## src/rtl/lcd_host_pkg.sv

```systemverilog
/*
  shared constants and types of the lcd host pin interface.
  assumes a 100 MHz i_ref_clk; times below are in ns.
*/
package lcd_host_pkg;
  // ==========================================================
  // clock and timing
  localparam int CLK_PERIOD_NS = 10;
  localparam int OSC_WINDOW_NS = 2000;
  localparam int OSC_WINDOW_CYC = OSC_WINDOW_NS / CLK_PERIOD_NS;
  localparam int EXT_SHIFT_HALF_NS = 100;
  localparam int EXT_SHIFT_HALF_CYC = (EXT_SHIFT_HALF_NS + CLK_PERIOD_NS - 1) / CLK_PERIOD_NS;
  localparam int EXT_LATCH_NS = 200;
  localparam int EXT_LATCH_CYC = (EXT_LATCH_NS + CLK_PERIOD_NS - 1) / CLK_PERIOD_NS;
  localparam int EXT_DOTS_DEFAULT = 40;
  // ==========================================================
  // host port fields
  localparam logic [4:0] SER_SYNC_PATTERN = 5'h1f;
  localparam int SER_SYNC_RW_POS = 2;
  localparam int SER_SYNC_RS_POS = 1;
  localparam logic [2:0] FUNC_SET_OPCODE = 3'h1;
  localparam int FUNC_SET_DL_POS = 4;
  localparam logic DL_RESET = 1'h1;
  localparam logic [7:0] RELEASE_ALL = 8'hff;
  localparam logic [7:0] DRIVE_ALL = 8'h00;
  localparam logic [7:0] DRIVE_HIGH_NIBBLE = 8'h0f;
  localparam logic [7:0] DRIVE_SERIAL_OUT = 8'hfe;
  localparam int PIN_SYNC_WIDTH = 15;
  // ==========================================================
  // serial receiver states
  typedef enum logic [3:0] {
    SER_SYNC = 4'b0001,
    SER_HI = 4'b0010,
    SER_LO = 4'b0100,
    SER_READ = 4'b1000
  } serial_state_t;
endpackage

```

## src/rtl/pin_sync2.sv

```systemverilog
/*
  two-flop synchroniser for a group of pin levels.
  assumes each bit is a level from outside the i_ref_clk domain.
*/
`timescale 1ns/1ps
`default_nettype none
module pin_sync2 #(
  parameter int WIDTH = 1
) (
  input wire logic i_ref_clk,
  input wire logic i_rst_b,
  input wire logic [WIDTH-1:0] i_async,
  output logic [WIDTH-1:0] o_sync
);
  initial begin
    if (WIDTH < 1) $error("pin_sync2: WIDTH must be at least 1");
  end
  typedef struct packed {
    logic [WIDTH-1:0] meta;
    logic [WIDTH-1:0] stable;
  } sync_state_t;
  sync_state_t st_r;
  sync_state_t st_nxt;
  always_comb begin
    st_nxt.meta = i_async;
    st_nxt.stable = st_r.meta;
  end
  always_ff @(posedge i_ref_clk) begin
    if (!i_rst_b) begin
      st_r <= '0;
    end else begin
      st_r <= st_nxt;
    end
  end
  assign o_sync = st_r.stable;
endmodule
`default_nettype wire

```

## src/rtl/ext_dot_shifter.sv

```systemverilog
/*
  extension driver feed: shift clock, latch clock, ac signal, dot data.
  assumes line and frame starts are one-cycle pulses on i_ref_clk.
*/
`timescale 1ns/1ps
`default_nettype none
module ext_dot_shifter
  import lcd_host_pkg::*;
#(
  parameter int DOTS = EXT_DOTS_DEFAULT
) (
  input wire logic i_ref_clk,
  input wire logic i_rst_b,
  input wire logic i_enable,
  input wire logic i_line_start,
  input wire logic i_frame_start,
  input wire logic [DOTS-1:0] i_dots,
  output logic o_shift_clk,
  output logic o_latch_clk,
  output logic o_ac,
  output logic o_dot
);
  localparam int CW = $clog2(DOTS + 1);
  initial begin
    if (DOTS < 2) $error("ext_dot_shifter: DOTS must be at least 2");
    if (EXT_SHIFT_HALF_CYC > 255 || EXT_LATCH_CYC > 255) $error("ext_dot_shifter: divider too wide");
  end
  typedef struct packed {
    logic busy;
    logic [DOTS-1:0] dots;
    logic [CW-1:0] left;
    logic [7:0] div;
    logic phase;
    logic shift_clk;
    logic latch_clk;
    logic ac;
    logic dot;
  } ext_state_t;
  ext_state_t st_r;
  ext_state_t st_nxt;
  // ==========================================================
  // shifter
  always_comb begin
    logic [DOTS-1:0] rest;
    rest = st_r.dots >> 1;
    st_nxt = st_r;
    if (!i_enable) begin
      st_nxt = '0;
    end else begin
      if (i_frame_start) st_nxt.ac = ~st_r.ac;
      if (st_r.latch_clk) begin
        if (st_r.div == 8'h00) st_nxt.latch_clk = 1'b0;
        else st_nxt.div = st_r.div - 8'h01;
      end else if (!st_r.busy && i_line_start) begin
        st_nxt.busy = 1'b1;
        st_nxt.dots = i_dots;
        st_nxt.left = CW'(DOTS);
        st_nxt.div = 8'(EXT_SHIFT_HALF_CYC - 1);
        st_nxt.phase = 1'b0;
        st_nxt.dot = i_dots[0];
      end else if (st_r.busy) begin
        if (st_r.div != 8'h00) begin
          st_nxt.div = st_r.div - 8'h01;
        end else begin
          st_nxt.div = 8'(EXT_SHIFT_HALF_CYC - 1);
          st_nxt.phase = ~st_r.phase;
          st_nxt.shift_clk = ~st_r.phase;
          if (st_r.phase) begin
            st_nxt.dots = rest;
            st_nxt.dot = rest[0];
            st_nxt.left = st_r.left - CW'(1);
            if (st_r.left == CW'(1)) begin
              st_nxt.busy = 1'b0;
              st_nxt.dot = 1'b0;
              st_nxt.latch_clk = 1'b1;
              st_nxt.div = 8'(EXT_LATCH_CYC - 1);
            end
          end
        end
      end
    end
  end
  always_ff @(posedge i_ref_clk) begin
    if (!i_rst_b) begin
      st_r <= '0;
    end else begin
      st_r <= st_nxt;
    end
  end
  assign o_shift_clk = st_r.shift_clk;
  assign o_latch_clk = st_r.latch_clk;
  assign o_ac = st_r.ac;
  assign o_dot = st_r.dot;
endmodule
`default_nettype wire

```

## src/rtl/lcd_host_port.sv

```systemverilog
/*
  host pin interface of a character lcd controller: serial or 4/8-bit bus,
  busy flag on the top data bit, extension driver outputs, clock source sense.
  assumes all pins are asynchronous to i_ref_clk; core side is on i_ref_clk.
*/
// The register offsets and the strobed register port were decided locally.
`timescale 1ns/1ps
`default_nettype none
// How it works
// - interface select low gives serial mode, high gives parallel bus mode.
// - in bus mode register select high picks data, low picks instruction.
// - in serial mode register select is an active-low chip select.
// - in bus mode direction high reads, low writes.
// - in serial mode the direction pin carries serial input data.
// - in bus mode the strobe qualifies each transfer.
// - in serial mode the strobe pin is the host serial clock.
// - serial read data leaves on bit 0; in 8-bit mode it is data bit 0.
// - bits one to three are data only in 8-bit mode.
// - bits four to seven carry both nibbles in 4-bit, high nibble in 8-bit.
// - busy flag appears on bit 7 during a status read.
// - expansion strap low keeps extension outputs inactive.
// - with expansion on, latch and shift clocks are produced.
// - with expansion on, the ac alternation signal is produced.
// - with expansion on, extension dots shift out serially, first beyond own segments.
// - instruction set variant follows the instruction set strap.
// - external clock on the oscillator pin is used when present.
// - bus width bit of function set picks 4-bit or 8-bit transfers.
// - select and direction decode to instruction write, status read, data write, data read.
module lcd_host_port
  import lcd_host_pkg::*;
#(
  parameter int EXT_DOTS = EXT_DOTS_DEFAULT
) (
  input wire logic i_ref_clk,
  input wire logic i_rst_b,
  input wire logic i_interface_select_pin,
  input wire logic i_register_or_chip_select,
  input wire logic i_direction_or_serial_in,
  input wire logic i_strobe_or_serial_clock,
  input wire logic [7:0] i_bus_data,
  output logic [7:0] o_bus_data,
  output logic [7:0] o_bus_data_oe_b,
  input wire logic i_expansion_enable,
  input wire logic i_instruction_set_select,
  input wire logic i_oscillator_input,
  input wire logic i_busy_flag,
  input wire logic [6:0] i_address_counter,
  input wire logic [7:0] i_read_data,
  input wire logic i_line_start,
  input wire logic i_frame_start,
  input wire logic [EXT_DOTS-1:0] i_ext_dots,
  output logic o_instr_valid,
  output logic [7:0] o_instr_code,
  output logic o_data_wr_valid,
  output logic [7:0] o_data_wr,
  output logic o_data_rd_advance,
  output logic o_bus_width_8bit,
  output logic o_instruction_set_variant,
  output logic o_external_clock_active,
  output logic o_expansion_latch_clock,
  output logic o_expansion_shift_clock,
  output logic o_ac_alternation_signal,
  output logic o_extension_pixel_out
);
  initial begin
    if (OSC_WINDOW_CYC < 2 || OSC_WINDOW_CYC > 4096) $error("lcd_host_port: oscillator window out of range");
  end
  // ==========================================================
  // pin synchronisers
  logic [PIN_SYNC_WIDTH-1:0] pins_s;
  pin_sync2 #(
    .WIDTH(PIN_SYNC_WIDTH)
  ) u_pin_sync (
    .i_ref_clk(i_ref_clk),
    .i_rst_b(i_rst_b),
    .i_async({i_oscillator_input, i_instruction_set_select, i_expansion_enable, i_interface_select_pin,
      i_register_or_chip_select, i_direction_or_serial_in, i_strobe_or_serial_clock, i_bus_data}),
    .o_sync(pins_s)
  );
  logic osc_s, ie_s, ext_s, im_s, rs_s, rw_s, e_s;
  logic [7:0] db_s;
  assign {osc_s, ie_s, ext_s, im_s, rs_s, rw_s, e_s, db_s} = pins_s;
  // ==========================================================
  // state
  typedef struct packed {
    logic e_d;
    logic osc_d;
    logic [11:0] osc_cnt;
    logic osc_ext;
    logic ie;
    logic dl;
    logic nib_lo;
    logic [7:0] held;
    logic [7:0] bus_out;
    logic [7:0] oe_b;
    logic instr_valid;
    logic [7:0] instr_code;
    logic data_wr_valid;
    logic [7:0] data_wr;
    logic rd_advance;
    serial_state_t ser_state;
    logic [7:0] ser_shift;
    logic [2:0] ser_cnt;
    logic ser_rs;
    logic [3:0] ser_hi;
  } port_state_t;
  port_state_t st_r;
  port_state_t st_nxt;
  // status read or data read byte
  function automatic logic [7:0] read_byte(input logic rs, input logic busy, input logic [6:0] ac,
    input logic [7:0] dat);
    read_byte = rs ? dat : {busy, ac};
  endfunction
  logic e_rise, e_fall;
  assign e_rise = e_s && !st_r.e_d;
  assign e_fall = !e_s && st_r.e_d;
  // ==========================================================
  // next state
  always_comb begin
    logic wr_go;
    logic wr_rs;
    logic [7:0] wr_byte;
    logic [7:0] rd;
    logic [7:0] sh;
    wr_go = 1'b0;
    wr_rs = 1'b0;
    wr_byte = 8'h00;
    rd = read_byte(rs_s, i_busy_flag, i_address_counter, i_read_data);
    sh = {st_r.ser_shift[6:0], rw_s};
    st_nxt = st_r;
    st_nxt.e_d = e_s;
    st_nxt.osc_d = osc_s;
    st_nxt.ie = ie_s;
    st_nxt.instr_valid = 1'b0;
    st_nxt.data_wr_valid = 1'b0;
    st_nxt.rd_advance = 1'b0;
    // clock source sense
    if (osc_s != st_r.osc_d) begin
      st_nxt.osc_cnt = 12'h000;
      st_nxt.osc_ext = 1'b1;
    end else if (st_r.osc_cnt == 12'(OSC_WINDOW_CYC - 1)) begin
      st_nxt.osc_ext = 1'b0;
    end else begin
      st_nxt.osc_cnt = st_r.osc_cnt + 12'h001;
    end
    if (im_s) begin
      st_nxt.ser_state = SER_SYNC;
      st_nxt.ser_cnt = 3'h0;
      if (e_rise && rw_s) begin
        if (st_r.dl) begin
          st_nxt.bus_out = rd;
          st_nxt.oe_b = DRIVE_ALL;
        end else if (!st_r.nib_lo) begin
          st_nxt.held = rd;
          st_nxt.bus_out = {rd[7:4], 4'h0};
          st_nxt.oe_b = DRIVE_HIGH_NIBBLE;
        end else begin
          st_nxt.bus_out = {st_r.held[3:0], 4'h0};
          st_nxt.oe_b = DRIVE_HIGH_NIBBLE;
        end
      end
      if (e_fall) begin
        st_nxt.oe_b = RELEASE_ALL;
        if (!st_r.dl) st_nxt.nib_lo = ~st_r.nib_lo;
        if (st_r.dl || st_r.nib_lo) begin
          if (rw_s) begin
            st_nxt.rd_advance = rs_s;
          end else begin
            wr_go = 1'b1;
            wr_rs = rs_s;
            wr_byte = st_r.dl ? db_s : {st_r.held[7:4], db_s[7:4]};
          end
        end else if (!rw_s) begin
          st_nxt.held = {db_s[7:4], 4'h0};
        end
      end
    end else begin
      st_nxt.nib_lo = 1'b0;
      if (rs_s) begin
        st_nxt.ser_state = SER_SYNC;
        st_nxt.ser_cnt = 3'h0;
        st_nxt.oe_b = RELEASE_ALL;
      end else begin
        case (st_r.ser_state)
          SER_SYNC: begin
            if (e_rise) begin
              st_nxt.ser_shift = sh;
              if (sh[7:3] == SER_SYNC_PATTERN && !sh[0]) begin
                st_nxt.ser_rs = sh[SER_SYNC_RS_POS];
                st_nxt.ser_cnt = 3'h0;
                if (sh[SER_SYNC_RW_POS]) begin
                  st_nxt.ser_state = SER_READ;
                  st_nxt.held = read_byte(sh[SER_SYNC_RS_POS], i_busy_flag, i_address_counter, i_read_data);
                  st_nxt.bus_out = {7'h00, st_nxt.held[7]};
                  st_nxt.oe_b = DRIVE_SERIAL_OUT;
                end else begin
                  st_nxt.ser_state = SER_HI;
                end
              end
            end
          end
          SER_HI, SER_LO: begin
            if (e_rise) begin
              st_nxt.ser_shift = sh;
              st_nxt.ser_cnt = st_r.ser_cnt + 3'h1;
              if (st_r.ser_cnt == 3'h7) begin
                if (st_r.ser_state == SER_HI) begin
                  st_nxt.ser_hi = sh[7:4];
                  st_nxt.ser_state = SER_LO;
                end else begin
                  wr_go = 1'b1;
                  wr_rs = st_r.ser_rs;
                  wr_byte = {st_r.ser_hi, sh[7:4]};
                  st_nxt.ser_state = SER_HI;
                end
              end
            end
          end
          SER_READ: begin
            if (e_fall) begin
              st_nxt.ser_cnt = st_r.ser_cnt + 3'h1;
              st_nxt.held = {st_r.held[6:0], 1'b0};
              st_nxt.bus_out = {7'h00, st_r.held[6]};
              if (st_r.ser_cnt == 3'h7) begin
                st_nxt.ser_state = SER_SYNC;
                st_nxt.bus_out = 8'h00;
                st_nxt.oe_b = RELEASE_ALL;
                st_nxt.rd_advance = st_r.ser_rs;
              end
            end
          end
          default: begin
            st_nxt.ser_state = SER_SYNC;
          end
        endcase
      end
    end
    // write commit, shared by both modes
    if (wr_go) begin
      if (wr_rs) begin
        st_nxt.data_wr_valid = 1'b1;
        st_nxt.data_wr = wr_byte;
      end else if (!i_busy_flag) begin
        st_nxt.instr_valid = 1'b1;
        st_nxt.instr_code = wr_byte;
        if (wr_byte[7:5] == FUNC_SET_OPCODE) begin
          st_nxt.dl = wr_byte[FUNC_SET_DL_POS];
          st_nxt.nib_lo = 1'b0;
        end
      end
    end
  end
  always_ff @(posedge i_ref_clk) begin
    if (!i_rst_b) begin
      st_r <= '{ser_state: SER_SYNC, oe_b: RELEASE_ALL, dl: DL_RESET, default: '0};
    end else begin
      st_r <= st_nxt;
    end
  end
  // ==========================================================
  // extension driver
  ext_dot_shifter #(
    .DOTS(EXT_DOTS)
  ) u_ext (
    .i_ref_clk(i_ref_clk),
    .i_rst_b(i_rst_b),
    .i_enable(ext_s),
    .i_line_start(i_line_start),
    .i_frame_start(i_frame_start),
    .i_dots(i_ext_dots),
    .o_shift_clk(o_expansion_shift_clock),
    .o_latch_clk(o_expansion_latch_clock),
    .o_ac(o_ac_alternation_signal),
    .o_dot(o_extension_pixel_out)
  );
  // ==========================================================
  // outputs
  assign o_bus_data = st_r.bus_out;
  assign o_bus_data_oe_b = st_r.oe_b;
  assign o_instr_valid = st_r.instr_valid;
  assign o_instr_code = st_r.instr_code;
  assign o_data_wr_valid = st_r.data_wr_valid;
  assign o_data_wr = st_r.data_wr;
  assign o_data_rd_advance = st_r.rd_advance;
  assign o_bus_width_8bit = st_r.dl;
  assign o_instruction_set_variant = st_r.ie;
  assign o_external_clock_active = st_r.osc_ext;
endmodule
`default_nettype wire

```

## config.mk

```make
export PLATFORM = sky130hd
export DESIGN_NAME = lcd_host_port
export DESIGN_NICKNAME = d
export VERILOG_FILES = /design/src/rtl/lcd_host_pkg.sv /design/src/rtl/pin_sync2.sv /design/src/rtl/ext_dot_shifter.sv /design/src/rtl/lcd_host_port.sv
export SDC_FILE = /design/constraint.sdc
export NUM_CORES = 1
export LEC_CHECK = 0
export ABC_AREA = 1
export BUFFER_PORTS_ARGS = -buffer_cell sky130_fd_sc_hd__clkbuf_2
export CAP_MARGIN = 20
export CORE_ASPECT_RATIO = 1.75
export CORE_MARGIN = 5
export CORE_UTILIZATION = 25
export CTS_CLUSTER_DIAMETER = 50
export CTS_CLUSTER_SIZE = 20
export DETAILED_ROUTE_END_ITERATION = 8
export PLACE_DENSITY_LB_ADDON = 0.1
export SYNTH_ARGS = -nofsm -noshare
export SYNTH_HDL_FRONTEND = slang
export SYNTH_SLANG_ARGS = --single-unit
```

## constraint.sdc

```tcl
create_clock -name i_ref_clk -period 2.05 [get_ports i_ref_clk]
set_input_delay 0.41 -clock i_ref_clk [delete_from_list [all_inputs] [get_ports i_ref_clk]]
set_output_delay 0.41 -clock i_ref_clk [all_outputs]
set_load 0.01 [all_outputs]
```

# After elaboration in Yosys (flattened, before gate mapping)
# Cells that the tools add are included.
# W data, S select, Z words.
[word_totals]
reg_bits = 170
inputBits = 75
output_inout_bits = 42
word_cells = 215
[classes]
add_sub_neg = 4
n_eq_ne = 30
mux = 97
n_bitwise = 12
n_reduce_logical = 41
[ops]
columns = ["operator", "n"]
rows = [
  ["$mux W8", 21],
  ["$mux W24", 5],
  ["$mux W16", 4],
  ["$mux W58", 1],
  ["$mux W56", 1],
  ["$mux W55", 1],
  ["$pmux W24 S2", 1],
  ["$mux W47", 1],
  ["$mux W1", 41],
  ["$mux W9", 4],
  ["$mux W25", 1],
  ["$mux W4", 5],
  ["$mux W5", 4],
  ["$ne A4 B2 Y1 const B", 5],
  ["$reduce_and A6 Y1", 3],
  ["$ne A2 B2 Y1 const B", 8],
  ["$mux W15", 1],
  ["$reduce_and A5 Y1", 3],
  ["$pmux W7 S2", 1],
  ["$reduce_and A7 Y1", 2],
  ["$add A12 B1 Y12 const B", 1],
  ["$eq A12 B8 Y1 const B", 1],
  ["$ne A3 B2 Y1 const B", 4],
  ["$not A1 Y1", 12],
  ["30 further kinds", 53],
]

# Logic depth before layout (Yosys ltp)
[depth]
ltp_word = 12
depth_mapped = 12

# By module
# From an unflattened synthesis, not the netlist that was laid out.
[hier_totals]
hier_cells = 1282
hier_area_um2 = 8519.4
[modules_own_cells]
columns = ["module", "instances", "cells_per_inst", "area_per_inst_um2", "seq_area_each_um2"]
rows = [
  ["lcd_host_port", 1, 675, 4451.8, 1501.4],
  ["ext_dot_shifter", 1, 514, 3208.1, 1181.1],
  ["pin_sync2", 1, 93, 859.6, 600.6],
]

# Worst setup path after synthesis
# OpenSTA, ideal clock, no wires.
[synth_timing]
path_kind = "register -> register"
start = "register st_r (netlist bit o_bus_width_8bit)"
end = "register st_r (netlist bit o_instr_code[6])"
t_arrival_ps = 1828
t_required_ps = 1932
path_slack_ps = 104
path_stages_with_launch = 12
n_path_buf = 1
period_less_slack_ps = 1946
path_cell_list = "dfxtp_1 clkinv_1 ha_1 inv_1 nand2_1 nor2_2 nand3_1 nand2_1 nor2_4 buf_6 o21ai_1 a21oi_2"
[synth_between]
elab_chain_cells = 6
[synth_rtl]
columns = ["element", "line", "rtl"]
rows = [
  ["start, declared", "lcd_host_port.sv:107", "port_state_t st_r;"],
  ["start signal, assigned", "lcd_host_port.sv:257", "st_r <= st_nxt;"],
  ["$logic_or A1 B1 Y1", "lcd_host_port.sv:165", "if (st_r.dl || st_r.nib_lo) begin"],
  ["$mux W1", "lcd_host_port.sv:165", ""],
  ["$mux W1", "lcd_host_port.sv:162", "if (e_fall) begin"],
  ["$mux W1", "lcd_host_port.sv:146", "if (im_s) begin"],
  ["$not A1 Y1 (no line)", "--", ""],
  ["$reduce_and A3 Y1 (no line)", "--", ""],
]
# Several ways; a longest one is shown, not always the timed one.
# A chain may end at the register's enable or synchronous reset.

# Worst setup path after layout
[layout_timing]
start = "register st_r[5] (netlist name)"
end = "register st_r (netlist bit o_instr_code[5])"
[layout_between]
elab_chain_cells = 8
[layout_rtl]
columns = ["element", "line", "rtl"]
rows = [
  ["$eq A3 B3 Y1 *", "lcd_host_port.sv:206", "if (st_r.ser_cnt == 3'h7) begin"],
  ["$mux W1", "lcd_host_port.sv:206", ""],
  ["$mux W1", "lcd_host_port.sv:203", "if (e_rise) begin"],
  ["$mux W1", "lcd_host_port.sv:184", "case (st_r.ser_state)"],
  ["$mux W1", "lcd_host_port.sv:179", "if (rs_s) begin"],
  ["$mux W1", "lcd_host_port.sv:146", ""],
  ["$not A1 Y1 (no line)", "--", ""],
  ["$reduce_and A3 Y1 (no line)", "--", ""],
]
# Mark *: on every way between the ends. The rest lies on a longest branch, timed or not.

==> flow_metrics.tcl <==
set metrics [dict create \
    status "complete, no violations" \
    grt_pass1_vias 7667 \
    cellLeakagePower_nw 4.689 \
    cap_violations 0 \
    groute.usage.overall_pct 14.11 \
    total_power_mw 7.047 \
    ir_drop_v 0.0005999 \
    slew_headroom_pct 63.13 \
    synth_area_leader_cell "dfxtp_1" \
    holdBufCountCts 0 \
    drc 0 \
    rows 88 \
    dpl.hpwl_um 19530 \
    slew_violations 0 \
    htreeDepth 4 \
    skew_ps 9.799 \
    holdPathStages 3 \
    fin_util_pct 29.67 \
    cts_made_buffers 17 \
    antenna_cells 0 \
    final-setup-viol-count 0 \
    cts_tree "done" \
    cts_setup_buffers 0 \
    grt.overflow.total 0 \
    critical_path_arrival_ps 2170 \
    port_buffers 116 \
    fin_cells 1735 \
    ff2ff_path_depth 11 \
    setup_slack_ps 223.8 \
    cp-end-kind "flop" \
    yosysMostFrequentCell "nand2_1" \
    synth.cell_area_um2 8249 \
    drt-total-wl_um 25540 \
    stdcell_area_um2 9734 \
    path_clk_slew_ps 70 \
    die_area_um2 36870 \
    r2r_start "st_r[5]" \
    core_um2 32810 \
    wl_per_cell_um 14.72 \
    synth_edf_count 0 \
    rsz0062_at_grt "false" \
    crit_start "st_r[5]" \
    grt_pass1_wl_um 41140 \
    area_growth_pct 18.00 \
    n_fill_cell 3751 \
    hold_path_startpoint "i_instruction_set_select" \
    timing.final.crit_share_pct 89.08 \
    yosys_warnings 0 \
    cp_max_fo 7 \
    fp.dieH_um 250.3 \
    synth_ff_type "dfxtp_1" \
    root_buffer "clkbuf_16" \
    ant_nets 0 \
    tns_ps 0 \
    clockBufferDepth 2 \
    synth_top_area_share_pct 39.80 \
    avgSynthCellArea_um2 6.729 \
    worst_slew_pin_slew_ps 547.3 \
    cp.required_ps 2390 \
    worstHoldEndpoint "u_pin_sync.st_nxt[13]" \
    ios 117 \
    start_kind "flop" \
    netlist_instances 1226 \
    placed_cell_area_um2 9161 \
    r2r-end "o_instr_code[5]" \
    gp_congestion 0.7873 \
    p_per_area_nw_per_um2 724.0 \
    drive_above_1_share_pct 17.29 \
    dpl.cell_count 1703 \
    vias_per_cell 4.431 \
    hp-class "in -> reg" \
    cts_resized 0 \
    antenna_found_initial 0 \
    insertion_delay_ps 450 \
    clock_sinks 164 \
    grt_max_degree 51 \
    finalCriticalPeriod_ps 1826 \
    ys_types 44 \
    synthTopCellsByCount "324 x nand2_1, 187 x nor2_1, 164 x dfxtp_1, 124 x inv_1, 89 x o21ai_0" \
    fmax_mhz 547.6 \
    multi_input_area_um2 3969 \
    fin_nets 1400 \
    ys_seq_elements 164 \
    ys_top_cells_by_area "dfxtp_1 40%, nand2_1 15%, nor2_1 8.5%" \
    ys_seq_area_share_pct 39.80 \
    die_x_um 147.3 \
    drt_iter0_markers 341 \
    timing.hold.ws_ps 148.4 \
    pre_cts_slack_ps 200.4 \
    finalHoldViolCount 0 \
    regArea_um2 3283 \
    num_vias 7688 \
    start_util_pct 25.14 \
    drt_first_pass_iters 4 \
    reg2reg_setup_slack_ps 220 \
    syn_nets 1309 \
    path_class "reg -> reg" \
    async_flop_share_pct 0 \
]
==> layout make-up <==
type,count,share of cell area [%]
clock inverter,14,1.478
tap,405,5.206
timing repair buffer,148,9.203
multi-input combinational,851,40.77
clock buffer,18,4.409
sequential,164,33.73
inverter,135,5.206
==> sequential cells by signal (all words and copies together), names as in the netlist <==
register	count
o_bus_width_8bit	1
o_bus_data_oe_b	3
u_ext.o_latch_clk	1
o_data_wr_valid	1
o_data_wr	8
o_instr_code	8
o_instr_valid	1
u_ext.o_shift_clk	1
u_ext.o_ac	1
u_ext.o_dot	1
u_ext.st_r	55
st_r	42
u_pin_sync.o_sync	15
o_external_clock_active	1
o_data_rd_advance	1
o_instruction_set_variant	1
o_bus_data	8
u_pin_sync.st_nxt	15
==> critical path, stage by stage (launching register included) <==
cell and delay (ps):
dfxtp_1 330, ha_1 150, ha_1 200, nand3_1 130
nor2_4 160, nand2_2 110, nand2_1 70, nand2_1 70
nor2_4 190, inv_2 110, nor2_1 130, nor2_1 60
==> cells in the final DEF, fill, tap and decap left out, drive strengths merged <==
cell and n:
clkinvlp 3, o21a 2, inv 138, a21oi 61
nand3b 2, dfxtp 164, o211ai 14, or2 7
and2 1, clkbuf 134, nor4 2, buf 32
ha 8, clkinv 7, mux2i 1, nor3b 3
nor2 198, nand3 72, nor3 8, bufinv 1
xor2 4, o21ai 111, a31oi 3, xnor2 3
nand4 6, o21bai 1, a211oi 7, o2111ai 2
nand2 335
==> where the power goes <==
part	internal [mW]	switching [mW]	total [mW]
clock	1.71	1.50	3.21
combinational	0.208	0.349	0.557
sequential	3.24	0.0361	3.28
total	5.16	1.89	7.05
==> per-layer routing <==
metal / up-vias / track usage, % / part of all wire (%)
met5: - / 0 / 0
met4: 0 / 5.865 / 2.9
met3: 36 / 2.860 / 3.0
met2: 138 / 27.07 / 55
met1: 3490 / 14.70 / 39
li1: 4024 / - / -
==> cell families (layout without fill, tap and decap cells) <==
logic type               Yosys count  in the layout  share of synthesized area (%)
AND/OR/NAND/NOR                  634            634                          32.35
buffers and inverters            211            315                          12.21
AO/OA/AOI/OAI                    201            201                          13.56
flip-flops                       164            164                          39.80
adder cells (fa/ha/maj)            8              8                          1.213
XOR/XNOR                           7              7                         0.7432
multiplexers                       1              1                         0.1213
==> worst max path at each step <==
stage / to / depth (start not counted)
4_1_cts: o_instr_code[5] / 11
6_report: o_instr_code[5] / 11
2_1_floorplan: o_instr_code[6] / 11
3_3_place_gp: u_ext.st_r[12] / 10
5_1_grt: o_instr_code[5] / 11
3_5_place_dp: o_instr_code[5] / 11
Note: power is estimated with default switching activity, not from simulation.
